**src/verilog/sac_pkg.sv**
```systemverilog
`default_nettype none
package sac_pkg;

  // Width of one result word, in two's complement.
  localparam int RES_BITS = 14;

  // Serial clock rising edges in one frame; acquisition starts on the last.
  localparam logic [4:0] FRAME_EDGES   = 5'h10;
  // Rising edge on which the last result bit leaves and the pin floats.
  localparam logic [4:0] LAST_BIT_EDGE = 5'h0E;
  localparam logic [4:0] EDGE_ONE      = 5'h01;
  localparam logic [4:0] EDGE_ZERO     = 5'h00;

  // Strobe pulses with no serial clock edge between them.
  localparam logic [2:0] NAP_PULSES    = 3'h2;
  localparam logic [2:0] SLEEP_PULSES  = 3'h4;
  localparam logic [2:0] PULSE_ONE     = 3'h1;
  localparam logic [2:0] PULSE_ZERO    = 3'h0;

  // Gray codes along active, nap, sleep.
  typedef enum logic [1:0] {
    SAC_PWR_ACTIVE = 2'h0,
    SAC_PWR_NAP    = 2'h1,
    SAC_PWR_SLEEP  = 2'h3
  } sac_power_e;

  typedef logic [RES_BITS-1:0] sac_word_t;

  localparam sac_word_t WORD_RESET = 14'h0000;

  // Rising edges seen on the two host pins, one-cycle pulses.
  typedef struct packed {
    logic sck_rise;
    logic convert_strobe_rise;
  } sac_pin_ev_s;

endpackage : sac_pkg
`default_nettype wire

```
**src/verilog/sac_pin_sync.sv**
```systemverilog
`timescale 1ns/1ps
`default_nettype none
module sac_pin_sync
  import sac_pkg::*;
(
  input  wire logic        ref_clk,
  input  wire logic        reset_n,
  input  wire logic        serial_clk,
  input  wire logic        convert_strobe,
  output var sac_pin_ev_s  pin_ev
);

  logic [1:0] pin_raw;
  logic [1:0] meta_q;
  logic [1:0] meta_d;
  logic [1:0] sync_q;
  logic [1:0] sync_d;
  logic [1:0] last_q;
  logic [1:0] last_d;

  assign pin_raw = {serial_clk, convert_strobe};

  // Two flops per pin, then a third for edge detection; only the second
  // flop and the third are compared, so the metastable stage is never read.
  genvar gi;
  generate
    for (gi = 0; gi < 2; gi++) begin : g_pin
      always_comb begin
        meta_d[gi] = pin_raw[gi];
        sync_d[gi] = meta_q[gi];
        last_d[gi] = sync_q[gi];
      end

      always_ff @(posedge ref_clk or negedge reset_n) begin
        if (!reset_n) begin
          meta_q[gi] <= 1'b0;
          sync_q[gi] <= 1'b0;
          last_q[gi] <= 1'b0;
        end else begin
          meta_q[gi] <= meta_d[gi];
          sync_q[gi] <= sync_d[gi];
          last_q[gi] <= last_d[gi];
        end
      end
    end
  endgenerate

  // Rising edges as one-cycle pulses.
  // One assignment drives the whole struct, so it has a single driver.
  assign pin_ev = {sync_q[1] & ~last_q[1], sync_q[0] & ~last_q[0]};

endmodule : sac_pin_sync
`default_nettype wire

```
**src/verilog/sac_convert_strobe_port.sv**
```systemverilog
`timescale 1ns/1ps
`default_nettype none
// Functional notes
// The result pin is driven only while a result bit is shown, else floats.
// The word shifted out is the sample caught at the previous strobe.
// Result words are sent in two's complement, most significant bit first.
// Each serial clock rising edge advances the frame and shows the next bit; the code drops an edge that comes in the same cycle as a strobe rise.
// A strobe rising edge freezes the input sample and starts a conversion.
// Two strobe pulses with no serial clock edge between put it in nap.
// Four or more strobe pulses with no clock edge put it in sleep.
// One or more serial clock rising edges wake the device from sleep.
// Acquisition runs from the sixteenth clock edge to the next strobe.
// After reset the device is active and ready to convert at once.
// After a wake from nap the very next strobe starts a real conversion.
// Any serial clock rising edge clears the strobe pulse count.
module sac_convert_strobe_port
  import sac_pkg::*;
(
  input  wire logic        ref_clk,
  input  wire logic        reset_n,
  input  wire logic        serial_clk,
  input  wire logic        convert_strobe,
  input  wire sac_word_t   sample_in,
  output logic             serial_result_out,
  output logic             serial_result_oe,
  output var sac_power_e   power_state,
  output logic             acquiring
);

  sac_pin_ev_s pin_ev;
  logic        sck_rise;
  logic        convert_strobe_rise;

  // The host clock is far slower than ref_clk, so sampling it is safe.
  sac_pin_sync u_pin_sync (
    .ref_clk        (ref_clk),
    .reset_n        (reset_n),
    .serial_clk     (serial_clk),
    .convert_strobe (convert_strobe),
    .pin_ev         (pin_ev)
  );

  assign sck_rise  = pin_ev.sck_rise;
  assign convert_strobe_rise = pin_ev.convert_strobe_rise;

  // ---- Power state ----
  sac_power_e pwr_q;
  sac_power_e pwr_d;
  logic [2:0] pulse_cnt_q;
  logic [2:0] pulse_cnt_d;
  logic [2:0] pulse_base;

  // A clock edge clears the count first, so a strobe in the same cycle
  // counts as the first pulse of a new run.
  always_comb begin
    pulse_base  = sck_rise ? PULSE_ZERO : pulse_cnt_q;
    pulse_cnt_d = pulse_base;
    pwr_d       = sck_rise ? SAC_PWR_ACTIVE : pwr_q;
    if (convert_strobe_rise && pulse_base != SLEEP_PULSES) begin
      pulse_cnt_d = pulse_base + PULSE_ONE;
    end
    if (convert_strobe_rise) begin
      if (pulse_cnt_d == SLEEP_PULSES) begin
        pwr_d = SAC_PWR_SLEEP;
      end else if (pulse_cnt_d == NAP_PULSES) begin
        pwr_d = SAC_PWR_NAP;
      end
    end
  end

  // Reset stands in for power-up, which lands in the active state.
  always_ff @(posedge ref_clk or negedge reset_n) begin
    if (!reset_n) begin
      pwr_q       <= SAC_PWR_ACTIVE;
      pulse_cnt_q <= PULSE_ZERO;
    end else begin
      pwr_q       <= pwr_d;
      pulse_cnt_q <= pulse_cnt_d;
    end
  end

  // ---- Conversion frame ----
  sac_word_t  held_q;
  sac_word_t  held_d;
  sac_word_t  shift_q;
  sac_word_t  shift_d;
  logic [4:0] edge_cnt_q;
  logic [4:0] edge_cnt_d;
  logic [4:0] edge_next;
  logic       oe_q;
  logic       oe_d;
  logic       dout_q;
  logic       dout_d;
  logic       acq_q;
  logic       acq_d;

  // The strobe has priority over a clock edge in the same cycle: losing a
  // conversion start is worse than losing one bit of a frame.
  always_comb begin
    held_d     = held_q;
    shift_d    = shift_q;
    edge_cnt_d = edge_cnt_q;
    oe_d       = oe_q;
    dout_d     = dout_q;
    acq_d      = acq_q;
    edge_next  = edge_cnt_q + EDGE_ONE;
    if (convert_strobe_rise) begin
      held_d     = sample_in;
      shift_d    = held_q;
      edge_cnt_d = EDGE_ZERO;
      oe_d       = 1'b1;
      dout_d     = held_q[RES_BITS-1];
      acq_d      = 1'b0;
    end else if (sck_rise && edge_cnt_q != FRAME_EDGES) begin
      edge_cnt_d = edge_next;
      shift_d    = {shift_q[RES_BITS-2:0], 1'b0};
      dout_d     = shift_q[RES_BITS-2];
      if (edge_next == LAST_BIT_EDGE) begin
        oe_d   = 1'b0;
        dout_d = 1'b0;
      end
      if (edge_next == FRAME_EDGES) begin
        acq_d = 1'b1;
      end
    end
  end

  // Before the first strobe the frame counter sits at its end, so idle
  // clocks neither drive the pin nor disturb acquisition.
  always_ff @(posedge ref_clk or negedge reset_n) begin
    if (!reset_n) begin
      held_q     <= WORD_RESET;
      shift_q    <= WORD_RESET;
      edge_cnt_q <= FRAME_EDGES;
      oe_q       <= 1'b0;
      dout_q     <= 1'b0;
      acq_q      <= 1'b1;
    end else begin
      held_q     <= held_d;
      shift_q    <= shift_d;
      edge_cnt_q <= edge_cnt_d;
      oe_q       <= oe_d;
      dout_q     <= dout_d;
      acq_q      <= acq_d;
    end
  end

  // Outputs come straight from flops.
  assign serial_result_out = dout_q;
  assign serial_result_oe  = oe_q;
  assign power_state       = pwr_q;
  assign acquiring         = acq_q;

  // ---- Checks ----
  logic held_msb;
  logic shift_next_bit;

  assign held_msb       = held_q[RES_BITS-1];
  assign shift_next_bit = shift_q[RES_BITS-2];
endmodule : sac_convert_strobe_port
`default_nettype wire

```
**config.mk**
```make
export PLATFORM = sky130hd
export DESIGN_NAME = sac_convert_strobe_port
export DESIGN_NICKNAME = d
export VERILOG_FILES = /design/src/verilog/sac_pkg.sv /design/src/verilog/sac_pin_sync.sv /design/src/verilog/sac_convert_strobe_port.sv
export SDC_FILE = /design/constraint.sdc
export NUM_CORES = 1
export LEC_CHECK = 0
export ABC_CLOCK_PERIOD_IN_PS = 3900
export BUFFER_PORTS_ARGS = -buffer_cell sky130_fd_sc_hd__buf_4
export CORE_ASPECT_RATIO = 1.4
export CORE_UTILIZATION = 24
export DETAILED_ROUTE_END_ITERATION = 10
export MAX_ROUTING_LAYER = met4
export PLACE_DENSITY = 0.43
export SLEW_MARGIN = 20
export SYNTH_ARGS = -nofsm -noshare
export SYNTH_HDL_FRONTEND = slang
export SYNTH_HIERARCHICAL = 1
export SYNTH_SLANG_ARGS = --single-unit
```
**constraint.sdc**
```tcl
create_clock -name ref_clk -period 3.9 [get_ports ref_clk]
set_clock_uncertainty 0.15 [all_clocks]
set_input_delay 0.39 -clock ref_clk [delete_from_list [all_inputs] [get_ports ref_clk]]
set_output_delay 0.39 -clock ref_clk [all_outputs]
set_load 0.05 [all_outputs]
```
**Yosys cells after proc, flatten, opt, wreduce, memory -nomap -nowiden**

Index checks and enable logic that the tools add are counted.
W data, S select, Z words.

- Flip-flop bits (word level): 46
- Bits of input ports: 18
- Word-level logic and storage cells: 52

- Add/subtract/negate cells: 2
- Equality and inequality tests: 6
- Multiplexer cells: 19
- Bitwise operators: 4
- Reduce and logical (&&, ||, !) cells: 7

Operators by type and width:

| kind | count |
|---|---|
| $mux W13 | 2 |
| $mux W5 | 2 |
| $mux W1 | 9 |
| $mux W2 | 4 |
| $mux W3 | 2 |
| $reduce_bool A2 Y1 | 3 |
| $add A5 B1 Y5 const B | 1 |
| $eq A5 B4 Y1 const B | 1 |
| $eq A5 B5 Y1 const B | 1 |
| $ne A5 B5 Y1 const B | 1 |
| $reduce_and A2 Y1 | 2 |
| $add A3 B1 Y3 const B | 1 |
| $eq A3 B2 Y1 const B | 1 |
| $eq A3 B3 Y1 const B | 1 |
| $ne A3 B3 Y1 const B | 1 |
| $and A1 B1 Y1 | 2 |
| $logic_and A1 B1 Y1 | 2 |
| $not A1 Y1 | 2 |

**Depth between registers and ports, before layout**

- Word-level depth: 10
- Mapped depth: 9
- Mapped depth without buffers: 9

**Modules after synthesis**

The synthesis kept the hierarchy.

By module, submodules not included:

| module | times used | cells an instance | area an instance (µm²) | sequential area each (µm²) |
|---|---|---|---|---|
| sac_convert_strobe_port | 1 | 175 | 1980.6 | 1003.5 |
| sac_pin_sync | 1 | 8 | 177.7 | 150.1 |

**Worst setup path before layout**

No wires, ideal clock.

- Path type: reg-to-reg
- From: reg u_pin_sync.sync_q[1], in the netlist u_pin_sync/last_d[1]
- To: reg pwr_q[0], in the netlist power_state[0]
- Setup time: 104 ps
- Data arrival time: 1863 ps
- Data required time: 3646 ps
- Slack: 1784 ps
- Stages on the path, launching flop included: 10
- Clock period less this slack: 2116 ps
- Cell sequence: dfrtp_1 > nor2b_4 > buf_6 > nor2_1 > inv_1 > ha_1 > a21bo_1 > a32o_2 > xnor2_1 > o41ai_2

RTL lines:

| item | line | RTL |
|---|---|---|
| start, declared | sac_pin_sync.sv:16 | `logic [1:0] sync_q;` |
| start signal, assigned by index | sac_pin_sync.sv:41 | `sync_q[gi] <= sync_d[gi];` |
| end signal, assigned | sac_convert_strobe_port.sv:77 | `pwr_q <= pwr_d;` |
| end, declared | sac_convert_strobe_port.sv:47 | `sac_power_e pwr_q;` |

==> metrics.md <==
| Metric | Value |
|---|---|
| Status | completed |
| DIE WIDTH | 82.1 um |
| Most frequent cells in the layout | dfrtp_1 (44), buf_4 (23), nand2_1 (21) |
| Crit path DAT | 2.32 ns |
| Sequential Area | 0.00115 mm^2 |
| Std-Cell Rows | 40 |
| Post-route cell area | 0.00257 mm^2 |
| Die Area | 0.00938 mm^2 |
| Vias in the first global route | 1440 |
| DRT iter0 DRCs | 59 |
| DRT Wirelength | 3930 um |
| CP endpoint kind | register |
| Clock power frac | 38.2% |
| Sequential Power Share | 46.5% |
| Max-slew violations | 0 |
| Mean Syn Cell Area | 11.8 um^2 |
| Setup Buffers After CTS | 0 |
| Clock-pin slew on the worst setup and hold paths | 0.07 ns |
| Ys flop type | dfrtp_1 |
| Clk Latency, worst-skew pair | 0.29 ns |
| Hold Violations, Final | 0 |
| H-tree levels | 2 |
| Via count | 1358 |
| Switching power | 0.330 mW |
| Final Setup Violations | 0 |
| Post-synth EDFFs | 0 |
| Final Net Count | 227 |
| Post-synthesis cell type count | 42 |
| First-pass GRT wire length | 6840 um |
| Cell leakage power | 1.13 nW |
| Die height | 114 um |
| Core area | 0.00866 mm^2 |
| Via density | 4.39 |
| Largest net degree at the start of global routing | 47 |
| RSZ-0062 raised after global routing | false |
| Switch share | 26.1% |
| Dpl hpwl | 2560 um |
| First-pass DRT Iterations | 4 |
| Max-Cap Viols | 0 |
| Worst-Margin Slew | 0.667 ns |
| Min Tclk post-route | 2.28 ns |
| Io pins | 23 |
| Total global-route track usage | 10.2% |
| Total negative slack | 0 ns |
| # fillers | 900 |
| Area growth from synthesis to layout | 19.2% |
| Maximum VDD drop | 0.000244 V |
| Drt drc | 0 |
| Clock tree root driver cell | clkbuf_16 |
| Initial antenna violation count | 0 |
| Routed Antenna Nets | 0 |
| Initial Util | 24.9% |
| Synthesized instance count | 183 |
| Fin crit share | 58.5% |
| Cell Area, Synth | 0.00216 mm^2 |
| PD cells | 493 mW/mm^2 |
| Ys Warns | 6 |
| Startpoint types | register |
| IO buf count | 22 |
| Start point of the worst hold path | convert_strobe |
| Synthesized flop and latch total | 46 |
| CTS Buf Count | 5 |
| Area of the multi-input gates | 906 um^2 |
| Share of flip-flops with an asynchronous set or reset | 100% |
| Worst Setup Path Type | reg2reg |
| Total grt overflow | 0 |
| CP startpoint | u_pin_sync/last_q[1] |
| Comb pwr share | 15.3% |
| Worst hold stages | 1 |
| Hold WC Path Type | in2reg |
| Sequential area share after synthesis | 53.4% |
| Internal power | 0.937 mW |
| Commonest non-fill, non-tap cell in the layout | dfrtp_1 |
| Syn Nets | 207 |
| Reg2reg path depth | 8 |
| Worst flop-to-flop path startpoint | u_pin_sync/last_q[1] |
| Routed len/inst | 12.7 um |
| Max clock buf depth | 2 |
| CP Max Fanout | 11 |
| Clock sinks | 46 |
| Post-DP Area | 0.00240 mm^2 |
| Register-to-register setup slack | 1.62 ns |
| GP Congestion | 0.748 |
| CTS tree | done |
| Critical Path RT | 3.94 ns |
| Slew margin rel. | 55.5% |
| ANT cells | 0 |
| Layout cell share with drive strength beyond 1 | 27.9% |
| Fmax | 439 MHz |
## power groups by stage
stage | clock network [mW] | registers (mW) | logic [mW]
final | 0.485 | 0.590 | 0.193
after global routing | 0.519 | 0.601 | 0.220
after CTS | 0.505 | 0.592 | 0.198
after detailed placement | 0 | 0.601 | 0.198
after global placement | 0 | 0.600 | 0.195
after floorplan | 0 | 0.598 | 0.138
## path summary, 6_finish.rpt
path	endpoint
worst max register to register	power_state[0]
worst max-delay path	power_state[0]
min in group asynchronous	serial_result_out
worst min-delay path	u_pin_sync/meta_q[0]
worst min register to register	u_pin_sync/last_d[0]
max in group asynchronous	held_q[2]
## metrics by stage
stage | utilization [%] | power (mW) | cells | setup slack, ns | hold WS, ns
global route | 29.7 | 1.34 | 309 | 1.48 | 0.0420
finish | 29.7 | 1.27 | 309 | 1.62 | 0.0557
floorplan | - | 0.736 | 183 | 1.78 | -0.0556
detailed placement | 27.7 | 0.798 | 300 | 1.62 | 0.186
CTS | 29.7 | 1.30 | 309 | 1.61 | 0.0433
global placement | 27.7 | 0.795 | 300 | 1.65 | 0.184
## cell families after synthesis
logic type | synth area share [%]
buffers and inverters | 4.58
DFF | 53.4
adders and majority gates | 3.48
xor gates and xnor gates | 3.65
AOI/OAI and AO/OA | 11.4
muxes | 12.9
and+or+nand+nor | 10.6
## worst max-delay path, cell delays in order (launching register included)
cell	delay [ns]
dfrtp_1	0.39
nor2b_4	0.28
inv_1	0.15
nand2_1	0.13
ha_1	0.27
nand3b_1	0.10
a32o_2	0.31
xnor2_1	0.14
o41ai_2	0.26
## cell type report
type / count / area share, %
Clock buffer: 5 / 4.86
Clock inverter: 3 / 1.56
Inverter: 9 / 1.31
Multi-Input combinational cell: 117 / 35.2
Sequential cell: 46 / 44.8
Tap cell: 105 / 5.11
Timing Repair Buffer: 24 / 7.10
## layer usage
metal	routed length, um	part of all wire [%]	GRT usage [%]
met1	1720	44	11.5
met2	1980	50	16.0
met3	140	3.6	2.87
met4	84	2.1	5.61
met5	0	0	-
## Yosys cell counts (2+ instances only)
cell type | number | share of area (%)
nand4_1 | 2 | 0.58
mux2_2 | 14 | 7.3
nand3_1 | 3 | 0.70
xnor2_1 | 4 | 1.6
buf_2 | 4 | 0.93
a21oi_1 | 3 | 0.70
dfstp_2 | 2 | 2.4
nand3b_1 | 3 | 1.0
inv_1 | 8 | 1.4
xor2_1 | 5 | 2.0
o21ai_0 | 11 | 2.6
clkbuf_1 | 3 | 0.52
ha_1 | 6 | 3.5
nand2_1 | 21 | 3.7
buf_4 | 3 | 1.0
nor2b_4 | 2 | 1.3
mux2i_1 | 12 | 5.6
nor2_1 | 7 | 1.2
o21ai_1 | 4 | 0.93
dfrtp_1 | 44 | 51
## flip-flops by register name (all words and copies together) (netlist names)
name	count
u_pin_sync/meta_q	2
shift_q	13
serial_result_oe	1
held_q	14
serial_result_out	1
u_pin_sync/last_d	2
power_state	2
edge_cnt_q	5
acquiring	1
pulse_cnt_q	3
u_pin_sync/last_q	2
## timing repair
action	4_1_cts	5_1_grt
gates resized for setup	0	0
hold endpoints to repair	8	0
hold buffers	1	0
No activity file was read; power rests on OpenSTA's default activity.
